<file path="src/rtl/tx_mode_params.svh">
// timing and encoding constants shared by the transmitter and its controller
`ifndef TX_MODE_PARAMS_SVH
`define TX_MODE_PARAMS_SVH
`define TX_MCLK_PERIOD_NS 40
`define TX_XTAL_UP_NS 600000
`define TX_LOCK_NS 200000
`define TX_CLK_WAIT_NS 600000
`define TX_SETTLE_NS 250000
`define TX_CYCLES_UP(ns) (((ns) + `TX_MCLK_PERIOD_NS - 1) / `TX_MCLK_PERIOD_NS)
`define TX_CYCLES_DN(ns) ((ns) / `TX_MCLK_PERIOD_NS)
`define TX_CNT_W 16
`define TX_CNT_ZERO 16'h0000
`define TX_CNT_ONE 16'h0001
`define TX_DIV_LAST 3'h7
`define TX_DIV_HALF 3'h4
`define TX_DIV_ZERO 3'h0
`define TX_DIV_ONE 3'h1
`define TX_LOSS_CYCLES 8'h20
`define TX_LOSS_ZERO 8'h00
`define TX_LOSS_ONE 8'h01
`endif

</file>
<file path="src/rtl/tx_mode_pkg.sv">
// types for the transmitter mode logic and the controller sequencer
package tx_mode_pkg;
  typedef enum logic [1:0] {
    MODE_POWER_DOWN,
    MODE_IDLE,
    MODE_POWER_UP
  } tx_mode_e;

  typedef enum logic [2:0] {
    CTRL_OFF,
    CTRL_ENABLING,
    CTRL_SWITCH,
    CTRL_SETTLE,
    CTRL_READY,
    CTRL_TX
  } ctrl_state_e;

  typedef struct packed {
    tx_mode_e mode;
    logic [15:0] oscCnt;
    logic [15:0] lockCnt;
    logic ampReached;
    logic clkOn;
    logic locked;
    logic paOn;
    logic synthOn;
    logic loadHighZ;
    logic freqHigh;
  } dev_state_s;

  typedef struct packed {
    ctrl_state_e state;
    logic [15:0] cnt;
    logic [7:0] lossCnt;
    logic lastRef;
    logic extSel;
    logic amplitude_key_in;
    logic freq_shift_key_in;
    logic enOut;
    logic enOe;
  } ctrl_state_s;
endpackage

</file>
<file path="src/rtl/tx_link_if.sv">
// inter-die link: two keys, a three-state enable and the reference clock
`timescale 1ns/1ns
interface tx_link_if;
  logic amplitudeKey;
  logic freqShiftKey;
  logic enableOut;
  logic enableOe;
  logic refClock;

  modport device (
    input amplitudeKey,
    input freqShiftKey,
    input enableOut,
    input enableOe,
    output refClock
  );

  modport controller (
    output amplitudeKey,
    output freqShiftKey,
    output enableOut,
    output enableOe,
    input refClock
  );
endinterface

</file>
<file path="src/rtl/ref_clk_div.sv">
// divide-by-eight reference clock generator with period-aligned gate
`timescale 1ns/1ns
`include "tx_mode_params.svh"
module ref_clk_div (
  input wire logic mclk,
  input wire logic rst,
  input wire logic run,
  input wire logic gate,
  output logic phaseEnd,
  output logic clkOut
);
  logic [2:0] phase;
  logic [2:0] next_phase;

  always_comb begin
    next_phase = run ? phase + `TX_DIV_ONE : `TX_DIV_ZERO;
  end

  assign phaseEnd = run && (phase == `TX_DIV_LAST);

  always_ff @(posedge mclk) begin
    if (rst) begin
      phase <= `TX_DIV_ZERO;
      clkOut <= 1'b0;
    end else begin
      phase <= next_phase;
      // output high in the first half of each eight-cycle period
      clkOut <= run && gate && (next_phase < `TX_DIV_HALF);
    end
  end
endmodule

</file>
<file path="src/rtl/tx_mode_ctrl.sv">
// transmitter end: mode decoding, crystal start-up, clock gating and lock timing
// Summary of operation
// - both keys low, enable low/open: power-down
// - open enable: power-up is key OR
// - enable low with a key: idle, all off
// - frequency key high, enable open or high: synth and oscillator on
// - clock held low until crystal amplitude reached
// - clock driver starts on a period boundary
// - synthesizer locks within 250 us of clock
// - amplitude key high with enable open or high switches amplifier on
// - controller keeps frequency key or enable active (FSK with open enable holds only the amplitude key)
// - frequency key low when powered up: load switch low impedance
// - controller holds frequency key high at start
// - keys low, enable high: powered, low impedance
// - power-down and idle: load switch high impedance
// - reference clock usable as controller clock
// - controller waits 0.6 ms before clock switch
// - controller waits further 250 us before sending
// - controller reverts to internal clock on loss
// - frequency key selects lower or higher frequency
// - controller enables, then raises amplitude key
// - shutdown drives keys low, enable low if driven, left open if open
// - reference clock is crystal divided by eight
`timescale 1ns/1ns
`include "tx_mode_params.svh"
module tx_mode_ctrl #(
  parameter int XTAL_UP_CYCLES = `TX_CYCLES_UP(`TX_XTAL_UP_NS),
  parameter int LOCK_CYCLES = `TX_CYCLES_DN(`TX_LOCK_NS)
) (
  input wire logic mclk,
  input wire logic rst,
  tx_link_if.device link,
  output tx_mode_pkg::tx_mode_e mode,
  output logic synthOn,
  output logic paOn,
  output logic loadSwitchHighZ,
  output logic freqHigh,
  output logic refClockActive,
  output logic synthLocked
);
  localparam logic [15:0] XTAL_UP = 16'(XTAL_UP_CYCLES);
  localparam logic [15:0] LOCK = 16'(LOCK_CYCLES);

  tx_mode_pkg::dev_state_s cur;
  tx_mode_pkg::dev_state_s nxt;
  tx_mode_pkg::tx_mode_e decoded;
  logic enLow;
  logic enHigh;
  logic keyAny;
  logic phaseEnd;
  logic divClk;

  function automatic tx_mode_pkg::tx_mode_e decode_mode(input logic amplitude_key_in, input logic freq_shift_key_in,
                                                        input logic low, input logic high);
    decode_mode = tx_mode_pkg::MODE_POWER_DOWN;
    if (low) begin
      if (amplitude_key_in || freq_shift_key_in) begin
        decode_mode = tx_mode_pkg::MODE_IDLE;
      end
    end else if (amplitude_key_in || freq_shift_key_in || high) begin
      // open enable powers up on either key, driven high powers up alone
      decode_mode = tx_mode_pkg::MODE_POWER_UP;
    end
  endfunction

  always_comb begin
    enLow = link.enableOe && !link.enableOut;
    enHigh = link.enableOe && link.enableOut;
    keyAny = link.amplitudeKey || link.freqShiftKey;
    decoded = decode_mode(link.amplitudeKey, link.freqShiftKey, enLow, enHigh);
    nxt = cur;
    nxt.mode = decoded;
    nxt.synthOn = (decoded == tx_mode_pkg::MODE_POWER_UP);
    nxt.paOn = (decoded == tx_mode_pkg::MODE_POWER_UP) && link.amplitudeKey;
    // only a powered oscillator can close the switch; idle and off stay high impedance
    if (decoded == tx_mode_pkg::MODE_POWER_UP) begin
      nxt.loadHighZ = link.freqShiftKey;
    end else begin
      nxt.loadHighZ = 1'b1;
    end
    nxt.freqHigh = (decoded == tx_mode_pkg::MODE_POWER_UP) && link.freqShiftKey;
    if (decoded != tx_mode_pkg::MODE_POWER_UP) begin
      // any power loss restarts the crystal from rest
      nxt.oscCnt = `TX_CNT_ZERO;
      nxt.lockCnt = `TX_CNT_ZERO;
      nxt.ampReached = 1'b0;
      nxt.clkOn = 1'b0;
      nxt.locked = 1'b0;
    end else begin
      // amplitude growth is modelled as a cycle count to the switch-on level
      if (!cur.ampReached) begin
        if (cur.oscCnt >= XTAL_UP - `TX_CNT_ONE) begin
          nxt.ampReached = 1'b1;
        end else begin
          nxt.oscCnt = cur.oscCnt + `TX_CNT_ONE;
        end
      end
      if (cur.ampReached && !cur.clkOn && phaseEnd) begin
        nxt.clkOn = 1'b1;
      end
      if (cur.clkOn && !cur.locked) begin
        if (cur.lockCnt >= LOCK - `TX_CNT_ONE) begin
          nxt.locked = 1'b1;
        end else begin
          nxt.lockCnt = cur.lockCnt + `TX_CNT_ONE;
        end
      end
    end
  end

  always_ff @(posedge mclk) begin
    if (rst) begin
      cur <= '{mode: tx_mode_pkg::MODE_POWER_DOWN, oscCnt: `TX_CNT_ZERO, lockCnt: `TX_CNT_ZERO,
               ampReached: 1'b0, clkOn: 1'b0, locked: 1'b0, paOn: 1'b0, synthOn: 1'b0,
               loadHighZ: 1'b1, freqHigh: 1'b0};
    end else begin
      cur <= nxt;
    end
  end

  // the divider runs with the oscillator so the gate can wait for a period edge
  ref_clk_div u_div (
    .mclk(mclk),
    .rst(rst),
    .run(nxt.synthOn),
    .gate(nxt.clkOn),
    .phaseEnd(phaseEnd),
    .clkOut(divClk)
  );

  assign link.refClock = divClk;
  assign mode = cur.mode;
  assign synthOn = cur.synthOn;
  assign paOn = cur.paOn;
  assign loadSwitchHighZ = cur.loadHighZ;
  assign freqHigh = cur.freqHigh;
  assign refClockActive = cur.clkOn;
  assign synthLocked = cur.locked;
endmodule

</file>
<file path="src/flat_wrapper.sv">
// flat-port wrapper written by rule: the top's interface ports become plain ports
module tx_mode_ctrl_flat 
#(
  parameter int XTAL_UP_CYCLES = `TX_CYCLES_UP(`TX_XTAL_UP_NS),
  parameter int LOCK_CYCLES = `TX_CYCLES_DN(`TX_LOCK_NS)
)
  (mclk, rst, mode, synthOn, paOn, loadSwitchHighZ, freqHigh, refClockActive, synthLocked, link_amplitudeKey, link_freqShiftKey, link_enableOut, link_enableOe, link_refClock);
  tx_link_if link_i ();
  input wire logic mclk;
  input wire logic rst;
  output tx_mode_pkg::tx_mode_e mode;
  output logic synthOn;
  output logic paOn;
  output logic loadSwitchHighZ;
  output logic freqHigh;
  output logic refClockActive;
  output logic synthLocked;
  input wire logic [$bits(link_i.amplitudeKey)-1:0] link_amplitudeKey;
  input wire logic [$bits(link_i.freqShiftKey)-1:0] link_freqShiftKey;
  input wire logic [$bits(link_i.enableOut)-1:0] link_enableOut;
  input wire logic [$bits(link_i.enableOe)-1:0] link_enableOe;
  output wire logic [$bits(link_i.refClock)-1:0] link_refClock;
  assign link_i.amplitudeKey = link_amplitudeKey;
  assign link_i.freqShiftKey = link_freqShiftKey;
  assign link_i.enableOut = link_enableOut;
  assign link_i.enableOe = link_enableOe;
  assign link_refClock = link_i.refClock;
  tx_mode_ctrl #(.XTAL_UP_CYCLES(XTAL_UP_CYCLES), .LOCK_CYCLES(LOCK_CYCLES)) u_core (.mclk(mclk), .rst(rst), .link(link_i), .mode(mode), .synthOn(synthOn), .paOn(paOn), .loadSwitchHighZ(loadSwitchHighZ), .freqHigh(freqHigh), .refClockActive(refClockActive), .synthLocked(synthLocked));
endmodule
</file>
<file path="config.mk">
export PLATFORM = sky130hd
export DESIGN_NAME = tx_mode_ctrl_flat
export DESIGN_NICKNAME = d
export VERILOG_FILES = /design/src/rtl/tx_mode_pkg.sv /design/src/rtl/tx_link_if.sv /design/src/rtl/ref_clk_div.sv /design/src/rtl/tx_mode_ctrl.sv /design/src/flat_wrapper.sv
export VERILOG_INCLUDE_DIRS = /design/src /design/src/rtl
export SDC_FILE = /design/constraint.sdc
export NUM_CORES = 1
export LEC_CHECK = 0
export BUFFER_PORTS_ARGS = -buffer_cell sky130_fd_sc_hd__buf_2
export CORE_MARGIN = 3
export CORE_UTILIZATION = 63
export DETAILED_ROUTE_END_ITERATION = 6
export HOLD_SLACK_MARGIN = 0.02
export PLACE_DENSITY = 0.92
export SYNTH_ARGS = -nofsm -noshare
export SYNTH_HDL_FRONTEND = slang
export SYNTH_SLANG_ARGS = --single-unit
</file>
<file path="constraint.sdc">
create_clock -name mclk -period 2.9 [get_ports mclk]
set_input_delay 0.29 -clock mclk [delete_from_list [all_inputs] [get_ports mclk]]
set_output_delay 0.29 -clock mclk [all_outputs]
set_load 0.005 [all_outputs]
</file>
==> summary.txt, run 1 <==
Job
  • Max Cap Viol: 0

Synth
  • Ys Warns: 0
  • Synth top area share: 0.4574
  • Synth Area in Simple Gates: 0.2776
  • Synth Area in Compound Gates: 0.1353
  • XOR/XNOR share of the synthesized area: 0.05781
  • Cell area after synthesis: 1969 um^2
  • Cells after Synth: 219
  • Post-Synth Adder-Cell Area: 0.02541
  • Post-synthesis mux area share: 0.01525
  • Largest area contributor in the netlist: dfxtp_1
  • Post-synth top flop: dfxtp_1
  • Syn Nets: 229
  • Post-synth ARST share: 0
  • Avg Cell Area, Syn: 8.993 um^2
  • Largest family of logic cells by synthesized area: simple AND/OR/NAND/NOR gates
  • EDFF count, synth: 0
  • Top post-synthesis cells by area: dfxtp_1 (46%), nor2_1 (6.5%), xnor2_1 (5.8%), nand2_1 (4.6%), a21oi_1 (3.6%)
  • #FFs+latches synth: 45
  • Seq/Total Area, Yosys: 0.4574
  • Synth unique cells: 36

Place
  • Port Buffers: 14
  • Gpl congestion: 0.8120
  • Place WS: slightly above 1 ns
  • Placed cell area: approximately 2000 um^2
  • Detailed placement HPWL: between 2 and 2.5 mm

Floorplan
  • Io pins: 15
  • Initial core utilization: 0.6846
  • Die footprint: 3833 um^2
  • Cell row count: 19
  • Die Y: just over 60 um
  • Die W: approximately 62 um
  • Core area: roughly 2900 um^2

STA
  • Final hold violation count: 0
  • RSZ-0062 raised after global routing: no
  • Clock skew: 0.005486 ns
  • Fmax: 0.5208 GHz
  • Slew Viols, Final: 0
  • Setup TNS: 0 ns
  • Final setup viols: 0
  • Worst-Margin Slew: 0.6276 ns
  • Minimum clock period: 1.920 ns
  • Relative slew slack: 0.5811
  • Final Cycle Share: 0.6621
  • PnR worst setup slack: 0.9800 ns

Worst setup path
  • CP arrival: about 2.2 ns
  • CP Class: reg -> reg
  • Crit-path leading delay family: compound AO/OA/AOI/OAI gates
  • Cell Chain, Critical Path: ha_1 -> nand3_1 -> nand3_1 -> a21oi_1 -> a21oi_1 -> a31o_2
  • Crit-path max FO: 7
  • Slowest CP cell: a21oi_1
  • CP startpoint kind: flop
  • Required time of the critical path: between 3 and 4 ns
  • Critical path buffer and inverter count: 0
  • Critical path's largest stage delay: between 0.5 and 0.6 ns
  • Endpoint class of the critical path: flop

GRT
  • First-pass GRT wire length: around 6.1 mm
  • Antenna violations before repair: 0
  • GRT Residual Overflow: 0
  • Number of global-route vias before repair: 1340
  • Largest net degree at the start of global routing: 33
  • Overall routing resource usage: 0.2176

Detailed routing
  • Final ANT Viol Nets: 0
  • Vias after detailed routing: 1523
  • Drt total wl: 3.624 mm
  • Pre-Repair DR Iteration Count: 4
  • DR DRC count: 0
  • Avg WL per Cell: between 10 and 15 um
  • Vias/cell: 5.538
  • First DRT Iteration DRCs: between 80 and 90

Finish
  • Layout cells sized above 1: 0.1631
  • Area growth syn-to-layout: 7.433%
  • Diodes inserted: 0
  • Commonest non-fill, non-tap cell in the layout: dfxtp_1
  • Final instance area: 2116 um^2
  • Fillers: 207
  • Most frequent cells in the layout: dfxtp_1 (45), nor2_1 (34), nand2_1 (24)
  • Final Util: 0.7355
  • Post-layout nets: 242

Clock tree
  • Root Buffer: clkbuf_4
  • Clock tree from TritonCTS: done
  • # clock sinks: 45
  • Post-CTS setup buffer count: 0
  • Worst-Skew Late Latency: 0.37 ns
  • Clock buffer depth: 2
  • Hold buffers post-CTS: 0
  • Htree depth: 2
  • Clock Pin Slew Worst Setup and Hold Paths: about 0.15 ns
  • CTS Buf Count: 5
  • Post-CTS Resized: 0

Worst hold path
  • Worst Hold Class: in -> reg

Pwr
  • Power density over the cells: just under 500 nW/um^2
  • Max VDD drop: 0.0004893 V
  • Leak pwr: between 0.8 and 0.9 nW

Outcome
  • Status: complete, no violations
-- synth_stat cells, drive strengths merged, types with 2 or more instances --
master / number
a2111oi: 4
nand2: 25
and3: 3
clkbuf: 4
dfxtp: 45
nand2b: 2
nor3: 5
ha: 4
buf: 5
a211oi: 4
inv: 3
a21oi: 14
mux2i: 3
and4: 4
o21ai: 4
nand4: 5
and2: 11
a31o: 8
nand3: 7
nor4: 5
xnor2: 13
nor2: 34
-- stage by stage --
stage | hold slack (ns) | total power, W | instances
finish | 0.07304 | 0.001016 | 275
global route | 0.05336 | 0.001051 | 275
CTS | 0.06661 | 0.001018 | 275
detailed placement | 0.4175 | 0.0006886 | 267
global placement | 0.4132 | 0.0006856 | 267
floorplan | 0.3624 | 0.0006746 | 219
-- flip-flops by register name, summed over array words and instances (netlist names) --
signal                  cells
u_core.paOn                 1
u_core.u_div.clkOut         1
u_core.freqHigh             1
u_core.synthOn              1
u_core.refClockActive       1
u_core.u_div.phase          3
u_core.mode                 2
u_core.loadSwitchHighZ      1
u_core.cur                 33
u_core.synthLocked          1
-- worst paths after layout --
path	from	to	slack (ns)	cells after the start
max	u_core.cur[23]$_SDFFE_PP0P_	u_core.cur[25]$_SDFFE_PP0P_	0.98	6
min	rst	u_core.mode[0]$_SDFF_PP0_	0.07	2
max reg2reg	u_core.cur[23]$_SDFFE_PP0P_	u_core.cur[25]$_SDFFE_PP0P_	0.98	6
min reg2reg	u_core.u_div.phase[0]$_SDFF_PP0_	u_core.u_div.phase[0]$_SDFF_PP0_	0.44	1
-- kinds of logic after synthesis --
kind of cell / after synthesis
AND/OR/NAND/NOR: 105
flip-flops: 45
AO/OA/AOI/OAI: 37
XOR/XNOR: 13
buffers and inverters: 12
adder cells (fa/ha/maj): 4
multiplexers: 3
-- report_power, final --
part           leakage [nW]  internal, W  switching [W]  total [W]
Sequential            0.365     0.000628     0.00000407   0.000632
Clock                0.0381     0.000107       0.000233   0.000341
Combinational         0.422    0.0000155      0.0000275  0.0000430
Total                 0.825     0.000751       0.000265    0.00102
-- layout make-up --
| cell class | instances | area [um^2] | area share |
|---|---|---|---|
| timing repair buffer | 15 | 77.57 | 0.03666 |
| clock inverter | 3 | 28.78 | 0.01360 |
| inverter | 3 | 11.26 | 0.005322 |
| multi-input combinational | 162 | 1007 | 0.4761 |
| clock buffer | 5 | 37.54 | 0.01774 |
| tap | 42 | 52.55 | 0.02484 |
| sequential | 45 | 900.9 | 0.4258 |
-- layer usage --
metal | up-vias | part of all wire | global-route usage
met2 | 28 | 0.46 | 0.3453
met4 | 0 | 0.0066 | 0.06061
li1 | 792 | - | -
met3 | 3 | 0.043 | 0.06198
met1 | 700 | 0.49 | 0.2903
met5 | - | 0 | 0
(Power assumes the default switching activity.)
==> run 2, diff against run 1 <==
CORE_UTILIZATION = 58   (was 63)
PLACE_DENSITY = 0.86   (was 0.92)
clock period = 2 ns   (was 2.9 ns; I/O delays follow)
==> summary.txt, run 2 (same netlist as run 1, synthesis figures left out) <==
Outcome
  • Status: complete, no violations

Pwr
  • Max VDD drop: 0.0004745 V
  • Leak pwr: 0.8632 nW
  • Power density over the cells: 694.3 nW/um^2

Floorplan
  • Cell row count: 20
  • Die footprint: between 4000 and 5000 um^2
  • Die W: 64.27 um
  • Core area: 3153 um^2
  • Io pins: 15
  • Initial core utilization: 0.6246
  • Die Y: 64.27 um

GRT
  • Overall routing resource usage: 0.2019
  • Largest net degree at the start of global routing: 33
  • First-pass GRT wire length: 6.534 mm
  • GRT Residual Overflow: 0
  • Antenna violations before repair: 0
  • Number of global-route vias before repair: roughly 1600

STA
  • Final hold violation count: 0
  • Final setup viols: 0
  • Final Cycle Share: 0.9504
  • Fmax: 0.5261 GHz
  • Minimum clock period: 1.901 ns
  • Slew Viols, Final: 0
  • RSZ-0062 raised after global routing: no
  • Clock skew: 0.01445 ns
  • Setup TNS: 0 ns
  • Worst-Margin Slew: 0.5966 ns
  • WHS: 0.05994 ns
  • Relative slew slack: 0.5920

Detailed routing
  • Final ANT Viol Nets: 0
  • Pre-Repair DR Iteration Count: 7
  • First DRT Iteration DRCs: between 70 and 80
  • Avg WL per Cell: 13.02 um
  • M1 WL: 1.730 mm
  • Uppermost layer routed: met4
  • DR DRC count: 0
  • Met3 Routed Length: 131 um
  • Vias/cell: 5.527
  • Met2 WL: about 1.7 mm
  • Vias after detailed routing: 1564
  • Drt total wl: 3.684 mm

Job
  • Max Cap Viol: 0

Finish
  • Diodes inserted: 0
  • Max reg flops: 33
  • Largest Register: u_core.cur
  • Layout cells sized above 1: 0.1799
  • Final instance area: 2182 um^2
  • Commonest non-fill, non-tap cell in the layout: dfxtp_1
  • Final cell count without fillers: about 280
  • Area growth syn-to-layout: 10.80%
  • Most frequent cells in the layout: dfxtp_1 (45), nor2_1 (34), nand2_1 (24)
  • Final Util: 0.6921
  • Post-layout nets: 249
  • Fillers: approximately 260

Clock tree
  • Htree depth: 2
  • CTS Buf Count: 5
  • # clock sinks: 45
  • Clock Pin Slew Worst Setup and Hold Paths: around 0.13 ns
  • Worst-Skew Late Latency: ~0.36 ns
  • Post-CTS setup buffer count: 0
  • Root Buffer: clkbuf_4
  • Clock tree from TritonCTS: done
  • Clock buffer depth: 2

Worst setup path
  • CP arrival: 2.15 ns
  • Worst R2R Start: u_core.cur[23]$_SDFFE_PP0P_
  • Reg2Reg Depth: 6
  • Endpoint class of the critical path: flop
  • CP startpoint kind: flop
  • CP Class: reg -> reg
  • Required time of the critical path: around 2.3 ns
  • Crit-path max FO: 7
  • CP Launch Point: u_core.cur[23]$_SDFFE_PP0P_

Place
  • Gpl congestion: 0.8383
  • Detailed placement HPWL: 2.535 mm
  • Placed insts: 275
  • Placed cell area: 2097 um^2
  • Port Buffers: 14

Worst hold path
  • Worst Hold Class: in -> reg
  • Worst Hold Path Cells: 2
  • HP Start: link_amplitudeKey
## run 2: changes by cell type in the layout (fill, tap and decap cells not counted)
| cell | change |
|---|---|
| buf_4 | +6 |
| a2111oi_0 | -2 |
| a2111oi_1 | +2 |
| inv_6 | -2 |
| bufinv_16 | +1 |
| clkinv_2 | +1 |
| dlygate4sd3_1 | +1 |
| inv_8 | -1 |
## run 2: per-stage QoR
stage               total power (W)  setup WS, ns
floorplan                 0.0009781        0.3200
global placement          0.0009968        0.2741
detailed placement         0.001000        0.1315
CTS                        0.001527        0.1007
global route               0.001571       0.02012
finish                     0.001515       0.09928
## run 2: cell type report
| type | count | area, um^2 | area share |
|---|---|---|---|
| clock buffer | 5 | 37.54 | 0.01720 |
| clock inverter | 2 | 35.03 | 0.01606 |
| inverter | 3 | 11.26 | 0.005161 |
| multi-input combinational | 162 | 1010 | 0.4627 |
| sequential | 45 | 900.9 | 0.4128 |
| tap | 44 | 55.05 | 0.02523 |
| timing repair buffer | 22 | 132.6 | 0.06078 |
## run 2: path summary, 6_finish.rpt
check | slack (ns) | endpoint
worst max-delay path | 0.1 | u_core.cur[29]$_SDFFE_PP0P_
worst max register to register | 0.1 | u_core.cur[29]$_SDFFE_PP0P_
worst min-delay path | 0.06 | u_core.paOn$_SDFF_PP0_
worst min register to register | 0.43 | u_core.u_div.phase[0]$_SDFF_PP0_
## run 2: routing by layer
metal,vias up,track usage
met1,717,0.2434
met2,26,0.3209
li1,812,-
met5,-,0
met4,0,0.1029
met3,9,0.06503
## run 2: timing repair
| action | in CTS | in global routing |
|---|---|---|
| hold endpoints to repair | 1 | 0 |
| hold buffers | 1 | 0 |
| resized for setup | 0 | 2 |
| setup endpoints to repair | 0 | 2 |
## run 2: critical path, stage by stage, from the launching register on
cell       delay, ns
dfxtp_1         0.35
ha_1            0.25
nand3_1         0.09
nand3_1         0.21
a2111oi_0       0.62
xnor2_1         0.21
nor2_1          0.06
## run 2: where the power goes
part	switching, W	internal, W	leakage [nW]
registers	0.00000556	0.000910	0.365
logic	0.0000399	0.0000252	0.458
clock network	0.000280	0.000255	0.0410
==> run 3, diff against run 2 <==
PLACE_DENSITY = 0.87   (was 0.86)
==> summary.txt, run 3 (same netlist as run 1, synthesis figures left out) <==
Worst setup path
  • Cell Chain, Critical Path: nor4_4 -> nand2_2 -> a2111oi_4 -> a21oi_1 -> a31o_2
  • Endpoint class of the critical path: flop
  • Crit-path leading delay family: compound AO/OA/AOI/OAI gates
  • Crit-path max FO: 8
  • Critical path buffer and inverter count: 0
  • CP startpoint kind: flop
  • CP arrival: approximately 2.2 ns
  • Slowest CP cell: a2111oi_4
  • Required time of the critical path: 2.28 ns
  • Critical path's largest stage delay: 0.51 ns
  • CP Class: reg -> reg

Floorplan
  • Die Y: 64.27 um
  • Io pins: 15
  • Die footprint: 4131 um^2
  • Core area: around 3200 um^2
  • Cell row count: 20
  • Die W: 64.27 um
  • Initial core utilization: 0.6246

Clock tree
  • Post-CTS setup buffer count: 0
  • Hold buffers post-CTS: 1
  • Root Buffer: clkbuf_4
  • Clock tree from TritonCTS: done
  • Clock buffer depth: 2
  • Worst-Skew Late Latency: 0.36 ns
  • # clock sinks: 45
  • Clock Pin Slew Worst Setup and Hold Paths: around 0.15 ns
  • Post-CTS Resized: 0
  • Htree depth: 2
  • CTS Buf Count: 5

GRT
  • GRT Residual Overflow: 0
  • First-pass GRT wire length: ~6.7 mm
  • Largest net degree at the start of global routing: 33
  • Number of global-route vias before repair: between 1500 and 2000
  • Antenna violations before repair: 0
  • Overall routing resource usage: 0.2019

Finish
  • Largest Register: u_core.cur
  • Layout cells sized above 1: 0.1799
  • Post-layout nets: 248
  • Diodes inserted: 0
  • Final cell count without fillers: 283
  • Most frequent cells in the layout: dfxtp_1 (45), nor2_1 (34), nand2_1 (24)
  • Area growth syn-to-layout: 10.93%
  • Commonest non-fill, non-tap cell in the layout: dfxtp_1
  • Max reg flops: 33

STA
  • Clock skew: between 0.015 and 0.02 ns
  • RSZ-0062 raised after global routing: no
  • Relative slew slack: 0.6560
  • Final hold violation count: 0
  • Final setup viols: 0
  • Fmax: 0.5344 GHz
  • Slew Viols, Final: 0
  • Worst-Margin Slew: 0.5030 ns
  • Final Cycle Share: 0.9357
  • Minimum clock period: 1.871 ns
  • Setup TNS: 0 ns

Worst hold path
  • Worst Hold Class: in -> reg

Pwr
  • Leak pwr: 0.8629 nW
  • Power density over the cells: 717.2 nW/um^2
  • Max VDD drop: 0.0006115 V

Outcome
  • Status: complete, no violations

Detailed routing
  • Pre-Repair DR Iteration Count: 4
  • Avg WL per Cell: 13.37 um
  • Vias after detailed routing: 1588
  • Final ANT Viol Nets: 0
  • DR DRC count: 0
  • Drt total wl: ~3.8 mm
  • Vias/cell: 5.611
  • First DRT Iteration DRCs: 113

Place
  • Placed insts: 274
  • Detailed placement HPWL: between 2 and 3 mm
  • Port Buffers: 14
  • Gpl congestion: between 0.8 and 0.9

Job
  • Max Cap Viol: 0
## run 3: power breakdown
part           total [W]  leakage [nW]  internal, W  switching [W]
logic          0.0000652         0.452    0.0000253      0.0000399
clock network   0.000586        0.0462     0.000272       0.000314
registers       0.000916         0.365     0.000910     0.00000533
total            0.00157         0.863      0.00121       0.000359
## run 3: cell type report
type                    instances  area [um^2]
clock buffers                   5        37.54
clock inverters                 3        47.55
fillers                       258        968.4
inverters                       3        11.26
multi-input cells             162         1007
flip-flops and latches         45        900.9
well taps                      44        55.05
repair buffers                 21        125.1
## run 3: routing by layer
metal,vias to the layer above,share of wire,track usage,wire [um]
met5,-,0,0,0
met4,0,0.025,0.08443,96
met1,731,0.45,0.2410,1685
met3,13,0.038,0.05272,144
met2,32,0.49,0.3415,1857
li1,812,-,-,-
## run 3: worst paths after layout
path / slack, ns / cells past startpoint / endpoint / from
worst max-delay path: 0.13 / 5 / u_core.cur[9]$_SDFFE_PP0P_ / u_core.cur[10]$_SDFFE_PP0P_
worst max register to register: 0.13 / 5 / u_core.cur[9]$_SDFFE_PP0P_ / u_core.cur[10]$_SDFFE_PP0P_
worst min-delay path: 0.05 / 2 / u_core.paOn$_SDFF_PP0_ / link_amplitudeKey
worst min register to register: 0.43 / 1 / u_core.u_div.phase[0]$_SDFF_PP0_ / u_core.u_div.phase[0]$_SDFF_PP0_
## run 3: stage by stage
step	worst slack, ns	hold WS (ns)	instance area (um^2)	power [W]	utilization
2_1_floorplan	0.3200	0.2724	1969	0.0009781	-
3_3_place_gp	0.2792	0.3723	2090	0.0009967	0.6627
3_5_place_dp	0.1726	0.3727	2090	0.0009997	0.6627
4_1_cts	0.1323	0.04507	2185	0.001579	0.6929
5_1_grt	0.01343	0.05247	2185	0.001631	0.6929
6_report	0.1286	0.05295	2185	0.001567	0.6929
